===== config.mk =====
export PLATFORM = sky130hd
export DESIGN_NAME = gripper_io_ctrl
export DESIGN_NICKNAME = d
export VERILOG_FILES = /design/src/shared/gripper_io_pkg.sv /design/src/shared/cmd_if.sv /design/src/hw/cmd_filter.sv /design/src/hw/gripper_io_ctrl.sv
export VERILOG_INCLUDE_DIRS = /design/src /design/src/shared
export SDC_FILE = /design/constraint.sdc
export NUM_CORES = 1
export LEC_CHECK = 0
export BUFFER_PORTS_ARGS = -buffer_cell sky130_fd_sc_hd__clkbuf_2
export CORE_ASPECT_RATIO = 1.75
export CORE_MARGIN = 3
export CORE_UTILIZATION = 25
export CTS_BUF_LIST = sky130_fd_sc_hd__clkbuf_8
export CTS_CLUSTER_SIZE = 40
export DETAILED_ROUTE_END_ITERATION = 10
export PLACE_DENSITY = 0.4
export SLEW_MARGIN = 10
export SYNTH_ARGS = -nofsm -noshare
export SYNTH_HDL_FRONTEND = slang
export SYNTH_HIERARCHICAL = 1
export SYNTH_SLANG_ARGS = --single-unit

===== constraint.sdc =====
create_clock -name sys_clk -period 6 [get_ports sys_clk]
set_input_delay 0.3 -clock sys_clk [delete_from_list [all_inputs] [get_ports sys_clk]]
set_output_delay 0.3 -clock sys_clk [all_outputs]
set_load 0.1 [all_outputs]

===== src/shared/gripper_io_defs.svh =====
// constants for the gripper tool-io command and status logic
// assumes a 20 MHz system clock; times are in msec
`ifndef GRIPPER_IO_DEFS_SVH
`define GRIPPER_IO_DEFS_SVH

`define CLK_HZ                 20000000
`define CMD_HOLD_MS            200
`define CMD_HOLD_CYC           ((`CLK_HZ / 1000) * `CMD_HOLD_MS)
`define RELEASE_OPEN_MS        2000
`define RELEASE_OPEN_CYC       ((`CLK_HZ / 1000) * `RELEASE_OPEN_MS)
`define GRIP_TIMEOUT_MS        2000
`define GRIP_TIMEOUT_CYC       ((`CLK_HZ / 1000) * `GRIP_TIMEOUT_MS)
`define OUT_LAG_MS             99
`define OUT_LAG_CYC            ((`CLK_HZ / 1000) * `OUT_LAG_MS)
// pressures in 0.1 kPa steps, gauge, negative is vacuum
`define RELEASE_OK_DKPA        (-10)
`define MAXVAC_CAUTION_DKPA    (-700)
`define STD_ATM_DKPA           1013
`define CMD_GRIP_BIT           0
`define CMD_RELEASE_BIT        1

`endif


===== src/shared/gripper_io_pkg.sv =====
// types shared by the gripper tool-io logic
// assumes nothing beyond the defs header
package gripper_io_pkg;
	typedef enum logic [1:0] {
		CMD_IDLE    = 2'h0,
		CMD_GRIP    = 2'h1,
		CMD_RELEASE = 2'h2
	} cmd_t;

	typedef enum logic [3:0] {
		ST_IDLE    = 4'h1,
		ST_GRIP    = 4'h2,
		ST_RELEASE = 4'h4,
		ST_ALARM   = 4'h8
	} state_t;

	typedef enum logic [1:0] {
		RES_NONE = 2'h0,
		RES_OK   = 2'h1,
		RES_FAIL = 2'h2
	} result_t;
endpackage : gripper_io_pkg


===== src/shared/cmd_if.sv =====
// command hand-off between the input filter and the sequencer
// assumes one clock, sys_clk
`timescale 1ns/1ps
`default_nettype none
interface cmd_if;
	import gripper_io_pkg::*;
	cmd_t cmd;
	logic new_cmd;
	modport src (output cmd, output new_cmd);
	modport dst (input cmd, input new_cmd);
endinterface : cmd_if
`default_nettype wire


===== src/hw/cmd_filter.sv =====
// synchronises the two command pins and accepts a level held steady long enough
// assumes pins are asynchronous to sys_clk
`timescale 1ns/1ps
`default_nettype none
`include "gripper_io_defs.svh"
module cmd_filter #(
	parameter int HOLD_CYC = `CMD_HOLD_CYC
) (
	input  wire logic       sys_clk,
	input  wire logic       reset_n,
	input  wire logic [1:0] cmd_pin,
	cmd_if.src              cmd_o
);
	import gripper_io_pkg::*;

	logic [1:0] meta_q;
	logic [1:0] sync_q;
	logic [1:0] prev_q;
	logic [31:0] hold_q;
	cmd_t        cmd_q;
	logic        new_q;
	cmd_t        decoded;
	logic        stable_done;

	// only one pin active selects a command; both or none means idle
	assign decoded = (sync_q == 2'h1) ? CMD_GRIP :
	                 (sync_q == 2'h2) ? CMD_RELEASE : CMD_IDLE;
	assign stable_done = (hold_q == 32'(HOLD_CYC - 1)) && (sync_q == prev_q);

	always_ff @(posedge sys_clk or negedge reset_n) begin
		if (!reset_n) begin
			meta_q <= 2'h0;
			sync_q <= 2'h0;
		end else begin
			meta_q <= cmd_pin;
			sync_q <= meta_q;
		end
	end

	always_ff @(posedge sys_clk or negedge reset_n) begin
		if (!reset_n) begin
			prev_q <= 2'h0;
			hold_q <= 32'h0;
			cmd_q  <= CMD_IDLE;
			new_q  <= 1'b0;
		end else begin
			prev_q <= sync_q;
			new_q  <= 1'b0;
			if (sync_q != prev_q)
				hold_q <= 32'h0;
			else if (hold_q != 32'(HOLD_CYC - 1))
				hold_q <= hold_q + 32'h1;
			if (stable_done && decoded != cmd_q) begin
				cmd_q <= decoded;
				new_q <= 1'b1;
			end
		end
	end

	assign cmd_o.cmd = cmd_q;
	assign cmd_o.new_cmd = new_q;
endmodule : cmd_filter
`default_nettype wire


===== src/hw/gripper_io_ctrl.sv =====
// command sequencer, valve timing, status encoding and max-vacuum diagnostic
// assumes pressure samples are already in sys_clk domain, signed 0.1 kPa gauge
`timescale 1ns/1ps
`default_nettype none
`include "gripper_io_defs.svh"

// Summary of operation
// - one active input selects grip or release; none or both means idle
// - pass/fail variant: 00 idle, 10 success, 01 failure, 11 alarm
// - grip-check variant: out0 follows gripping, out1 follows alarm
// - grip-check variant: out0 keeps its pre-alarm level when an alarm is raised
// - out1 clears on any new command without alarm_in in the same cycle, or on restart
// - release opens the valve for exactly 2000 msec
// - grip after release success closes the valve immediately
// - release succeeds once pressure is back to -1.0 kPa
// - max-vacuum diagnostic warns when weaker than -70 kPa
// - factory max vacuum stored normalised to 101.3 kPa
// - grip fails if threshold not reached within 2000 msec
// - outputs update a few cycles after a command has held steady for 200 msec
module gripper_io_ctrl #(
	parameter int                RELEASE_CYC = `RELEASE_OPEN_CYC,
	parameter int                GRIP_TO_CYC = `GRIP_TIMEOUT_CYC,
	parameter int                HOLD_CYC    = `CMD_HOLD_CYC,
	parameter logic signed [15:0] FACTORY_MAXVAC = -16'sh02EE
) (
	input  wire logic               sys_clk,
	input  wire logic               reset_n,
	input  wire logic [1:0]         cmd_pin,
	input  wire logic               variant_check,
	input  wire logic signed [15:0] pressure,
	input  wire logic signed [15:0] grip_threshold,
	input  wire logic [15:0]        grip_threshold_hysteresis,
	input  wire logic               alarm_in,
	input  wire logic               diag_start,
	input  wire logic signed [15:0] diag_value,
	output logic                    status_out0,
	output logic                    status_out1,
	output logic                    pump_on,
	output logic                    release_valve,
	output logic                    diag_valid,
	output logic                    diag_caution,
	output logic signed [15:0]      factory_maxvac
);
	import gripper_io_pkg::*;

	// ****************************************
	// command input
	// ****************************************
	cmd_if cmd_bus ();

	cmd_filter #(
		.HOLD_CYC (HOLD_CYC)
	) u_filter (
		.sys_clk (sys_clk),
		.reset_n (reset_n),
		.cmd_pin (cmd_pin),
		.cmd_o   (cmd_bus)
	);

	// ****************************************
	// pressure judgement
	// ****************************************
	logic signed [16:0] drop_level;
	logic               at_grip;
	logic               below_drop;
	logic               at_release_ok;

	// vacuum is negative, so the drop level lies hysteresis steps towards atmosphere
	assign drop_level    = 17'(grip_threshold) + 17'(signed'({1'b0, grip_threshold_hysteresis}));
	assign at_grip       = pressure <= grip_threshold;
	assign below_drop    = 17'(pressure) > drop_level;
	assign at_release_ok = pressure >= 16'(`RELEASE_OK_DKPA);

	// ****************************************
	// sequencer
	// ****************************************
	state_t      state_q, state_d;
	result_t     res_q, res_d;
	logic        grip_ok_q, grip_ok_d;
	logic        valve_q, valve_d;
	logic [31:0] tmr_q, tmr_d;
	logic        grip_cmd, rel_cmd;
	logic        tmr_grip_done, tmr_rel_done;
	logic        early_grip;

	assign grip_cmd      = cmd_bus.new_cmd && cmd_bus.cmd == CMD_GRIP;
	assign rel_cmd       = cmd_bus.new_cmd && cmd_bus.cmd == CMD_RELEASE;
	assign tmr_grip_done = tmr_q >= 32'(GRIP_TO_CYC - 1);
	assign tmr_rel_done  = tmr_q >= 32'(RELEASE_CYC - 1);
	assign early_grip    = state_q == ST_RELEASE && res_q == RES_OK && grip_cmd;

	always_comb begin
		state_d   = state_q;
		res_d     = res_q;
		grip_ok_d = grip_ok_q;
		valve_d   = valve_q;
		tmr_d     = tmr_q + 32'h1;
		if (cmd_bus.new_cmd) begin
			res_d = RES_NONE;
			tmr_d = 32'h0;
		end
		if (grip_cmd) begin
			state_d   = ST_GRIP;
			grip_ok_d = 1'b0;
			valve_d   = 1'b0;
		end else if (rel_cmd) begin
			state_d   = ST_RELEASE;
			grip_ok_d = 1'b0;
			valve_d   = 1'b1;
		end else if (cmd_bus.new_cmd) begin
			state_d   = ST_IDLE;
			grip_ok_d = 1'b0;
			valve_d   = 1'b0;
		end else begin
			unique case (state_q)
				ST_IDLE: begin
					tmr_d = tmr_q;
				end
				// an alarm in mid-release must not leave the valve coil energised
				ST_ALARM: begin
					if (!valve_q)
						tmr_d = tmr_q;
					else if (tmr_rel_done)
						valve_d = 1'b0;
				end
				ST_GRIP: begin
					if (!grip_ok_q && at_grip) begin
						grip_ok_d = 1'b1;
						res_d     = RES_OK;
					end else if (!grip_ok_q && tmr_grip_done) begin
						res_d = RES_FAIL;
					end else if (grip_ok_q && below_drop) begin
						grip_ok_d = 1'b0;
						res_d     = RES_FAIL;
					end
				end
				ST_RELEASE: begin
					if (res_q == RES_NONE && at_release_ok)
						res_d = RES_OK;
					if (tmr_rel_done) begin
						valve_d = 1'b0;
						if (res_q == RES_NONE && !at_release_ok)
							res_d = RES_FAIL;
						state_d = ST_IDLE;
					end
				end
			endcase
		end
		if (alarm_in && !cmd_bus.new_cmd)
			state_d = ST_ALARM;
	end

	always_ff @(posedge sys_clk or negedge reset_n) begin
		if (!reset_n) begin
			state_q   <= ST_IDLE;
			res_q     <= RES_NONE;
			grip_ok_q <= 1'b0;
			valve_q   <= 1'b0;
			tmr_q     <= 32'h0;
		end else begin
			state_q   <= state_d;
			res_q     <= res_d;
			grip_ok_q <= grip_ok_d;
			valve_q   <= valve_d;
			tmr_q     <= tmr_d;
		end
	end

	// ****************************************
	// status outputs
	// ****************************************
	logic alarm_q;
	logic out0_d, out1_d;
	logic out0_pf, out1_pf;

	// alarm latches until a new command clears it, as out1 must
	always_ff @(posedge sys_clk or negedge reset_n) begin
		if (!reset_n)
			alarm_q <= 1'b0;
		else if (alarm_in)
			alarm_q <= 1'b1;
		else if (cmd_bus.new_cmd)
			alarm_q <= 1'b0;
	end

	assign out0_pf = res_q == RES_OK;
	assign out1_pf = res_q == RES_FAIL;
	// during alarm out1 is on; out0 freezes in grip-check mode, is on in pass/fail mode
	assign out0_d  = alarm_q ? (variant_check ? status_out0 : 1'b1) : (variant_check ? grip_ok_q : out0_pf);
	assign out1_d  = alarm_q | (!variant_check & out1_pf);

	always_ff @(posedge sys_clk or negedge reset_n) begin
		if (!reset_n) begin
			status_out0   <= 1'b0;
			status_out1   <= 1'b0;
			pump_on       <= 1'b0;
			release_valve <= 1'b0;
		end else begin
			status_out0   <= out0_d;
			status_out1   <= out1_d;
			pump_on       <= state_q == ST_GRIP;
			release_valve <= valve_q;
		end
	end

	// ****************************************
	// maximum vacuum diagnostic
	// ****************************************
	always_ff @(posedge sys_clk or negedge reset_n) begin
		if (!reset_n) begin
			diag_valid     <= 1'b0;
			diag_caution   <= 1'b0;
			factory_maxvac <= 16'sh0000;
		end else begin
			factory_maxvac <= FACTORY_MAXVAC;
			diag_valid     <= diag_start;
			if (diag_start)
				diag_caution <= diag_value > 16'(`MAXVAC_CAUTION_DKPA);
		end
	end
endmodule : gripper_io_ctrl
`default_nettype wire


==> impl_metrics.csv <==
group,metric,value,unit
sta,finalCritPeriodShare,60.8,%
worst_setup_path,cp-end-kind,"flop",
power,power_density,194,nW/µm²
yosys,syn-cell-area,6260,µm²
route,drt-total-wl,17.9,mm
yosys,synth-seq-cells,89,
placement,place_inst,1084,
worst_setup_path,crit_slowest_cell,"fa_1",
cts,clock_latency,0.38,ns
route,routed-wl-met2,10.2,mm
worst_setup_path,crit_type,"in -> reg",
floorplanning,dieArea,27100,µm²
floorplanning,die_w,126,µm
worst_setup_path,required,6.27,ns
floorplanning,core-area,24600,µm²
cts,clock-sinks,89,
finish,fillers,2694,
floorplanning,start_util,25.4,%
route,wire_per_inst,16.2,µm
sta,finalCriticalPeriod,3.65,ns
sta,slew_headroom,27.8,%
finish,area_growth,14.5,%
yosys,ys.flop_type,"dfrtp_1",
status,status,"complete, no violations",
finish,fin_cells,1104,
floorplanning,die_h,215,µm
route,drc,0,
sta,hold_viol_final,0,
yosys,ys.warnings.count,6,
power,power,1.39,mW
worst_setup_path,startpoint_type,"input port",
worst_setup_path,critical_path.cell_chain,"clkbuf_2, ha_1, inv_1, fa_1, nor2b_1, o2111ai_1, a21oi_1, o211ai_1, and4_1, a211oi_1, ha_1, nand2_1, nor4_1, a221o_1, a31oi_1, a22o_1, o311a_1",
sta,fin_setup_tns,0,ns
global_route,track_usage,13.6,%
cts,clk_pin_slew_worst_paths,0.09,ns
global_route,antenna_found_initial,0,
power,p_leak,3.18,nW
power,irDropWorstVdd,0.104,mV
global_route,grt_pass1_wl,29.6,mm
placement,io_buffers,85,
route,routed-via-count,5508,
finish,final_common_cell,"dfrtp_1",
cts,cts_buffer_depth,2,
yosys,async_reset_ff_share,100,%
yosys,netlist_instances,714,
sta,max_freq,274,MHz
worst_setup_path,max_stage_delay,0.40,ns
sta,worstMarginPinSlew,1.08,ns
worst_setup_path,path_max_fanout,4,
yosys,yosys.cell_types.count,70,
placement,place.detailed.hpwl,14.1,mm
finish,nets,909,
hold_path,min_path_type,"in -> reg",
cts,post_cts_resized,0,
cts,htreeDepth,3,
route,first_iter_violations,196,
worst_setup_path,worstPathArrival,3.92,ns
cts,cts_buffers,9,
run,maxCapViolations,0,
cts,cts_tree,"done",
sta,worst_clock_skew,0.00655,ns
route,viasPerCell,4.99,
cts,clockRootBuffer,"clkbuf_8",
yosys,synth.top_cell.area_share,35.2,%
placement,routabilityCongestion,0.786,
finish,mostFrequentLayoutCells,"dfrtp_1 (88), clkbuf_2 (84), nor2_1 (64)",
route,first_pass_iters,4,
route,highest_layer,"met4",
sta,drv_slew,0,
yosys,yosysSeqAreaShare,35.6,%
yosys,synth-edff-count,0,
route,ant_nets,0,
yosys,synth_top_area_cell,"dfrtp_1",
route,wl_met1,6.49,mm
global_route,grt_pass1_vias,5935,
yosys,ys_top_cells_by_area,"dfrtp_1 (35%), ha_1 (10%), a21oi_1 (4.5%), xor2_1 (3.9%), nor2_1 (3.8%)",
floorplanning,io_pins,93,
route,wl_met3,565,µm
floorplanning,row_count,76,
sta,grt_setup_unrepaired,"no",
global_route,grt_max_degree,65,
global_route,overflow,0,
yosys,syn_area_per_cell,8.77,µm²
worst_setup_path,cpMostUsedCell,"ha_1",
finish,layout-drive-gt1-share,14.4,%
sta,setup_viol,0,
==> kinds of logic after synthesis <==
| family | synth area share, % |
|---|---|
| other | 0.120 |
| adder cells (fa/ha/maj) | 10.5 |
| multiplexers | 1.34 |
| flip-flops | 35.6 |
| AO/OA/AOI/OAI | 16.3 |
| buffers and inverters | 5.41 |
| XOR/XNOR | 6.57 |
| AND/OR/NAND/NOR | 24.2 |
==> worst max-delay path: cells and delay by family <==
family	cells	cell delay, ns
AOI/OAI and AO/OA	8	1.85
adders and majority gates	3	0.77
and+or+nand+nor	4	0.83
buffers and inverters	2	0.15
==> power by group <==
part	internal [mW]	switching, mW	leakage [nW]	total (mW)
clock	0.236	0.219	0.117	0.455
sequential	0.611	0.0127	1.19	0.624
combinational	0.109	0.202	1.88	0.311
==> routing by layer <==
layer	global-route usage, %	vias to the layer above
li1	-	2741
met1	13.4	2644
met2	26.7	95
met3	2.58	28
met4	6.58	0
met5	0	-
==> through the flow <==
stage / util, % / setup slack, ns / hold slack [ns] / cell area, µm²
floorplan: - / 2.58 / 0.00441 / 6290
global placement: 28.1 / 2.00 / 0.240 / 6920
detailed placement: 28.1 / 1.90 / 0.241 / 6920
CTS: 29.1 / 2.33 / 0.00356 / 7170
global route: 29.1 / 2.09 / 0.0242 / 7170
finish: 29.1 / 2.35 / 0.0516 / 7170
==> cells in the mapped netlist, drive strengths merged (2+ instances only) <==
library cell / n
a2111o: 2
a2111oi: 3
a211oi: 8
a21o: 8
a21oi: 56
a221o: 2
a311oi: 2
a31oi: 5
and3: 12
and4: 15
buf: 22
clkbuf: 14
conb: 2
dfrtp: 88
ha: 51
inv: 36
mux2: 3
mux2i: 5
nand2: 52
nand2b: 5
nand3: 34
nand4: 28
nor2: 65
nor2b: 5
nor3: 14
nor3b: 2
nor4: 13
nor4b: 3
o2111ai: 3
o211ai: 5
o21a: 8
o21ai: 32
o31a: 2
o31ai: 9
or2: 2
or3: 19
or4: 12
xnor2: 19
xor2: 28
==> what timing repair did <==
item / 4_1_cts / 5_1_grt
endpoints found under the hold margin: 27 / 0
hold buffers: 3 / 0
buffers inserted: 0 / 0
==> registers in the layout, summed over array words and instances, names as in the netlist, 2 cells and up <==
register            cells
u_filter/hold_q        32
u_filter/meta_q         2
u_filter/cmd_o.cmd      2
tmr_q                  32
state_q                 4
u_filter/prev_q         2
u_filter/sync_q         2
res_q                   2
==> worst paths after layout <==
| kind | from | end | slack, ns | cells after the start |
|---|---|---|---|---|
| max | grip_threshold[0] | res_q[1] | 2.35 | 17 |
| min | diag_start | diag_valid | 0.05 | 1 |
| max reg2reg | u_filter/hold_q[0] | u_filter/cmd_o.cmd[1] | 3.44 | 5 |
| min reg2reg | u_filter/meta_q[0] | u_filter/sync_q[0] | 0.36 | 0 |
| max in group asynchronous | reset_n | tmr_q[16] | 4.44 | 3 |
| min in group asynchronous | reset_n | u_filter/hold_q[24] | 0.38 | 2 |
==> area by class of cell <==
cell class                 count  area, µm²  share of cell area [%]
sequential                    89       2230                    31.1
antenna                        1       2.50                  0.0349
clock inverter                 3       38.8                   0.541
clock buffer                  13        179                    2.49
multi-input combinational    559       3720                    51.8
inverter                      36        135                    1.88
tap                          312        390                    5.44
timing repair buffer          91        480                    6.70
Power figures use the tool's default switching activity.
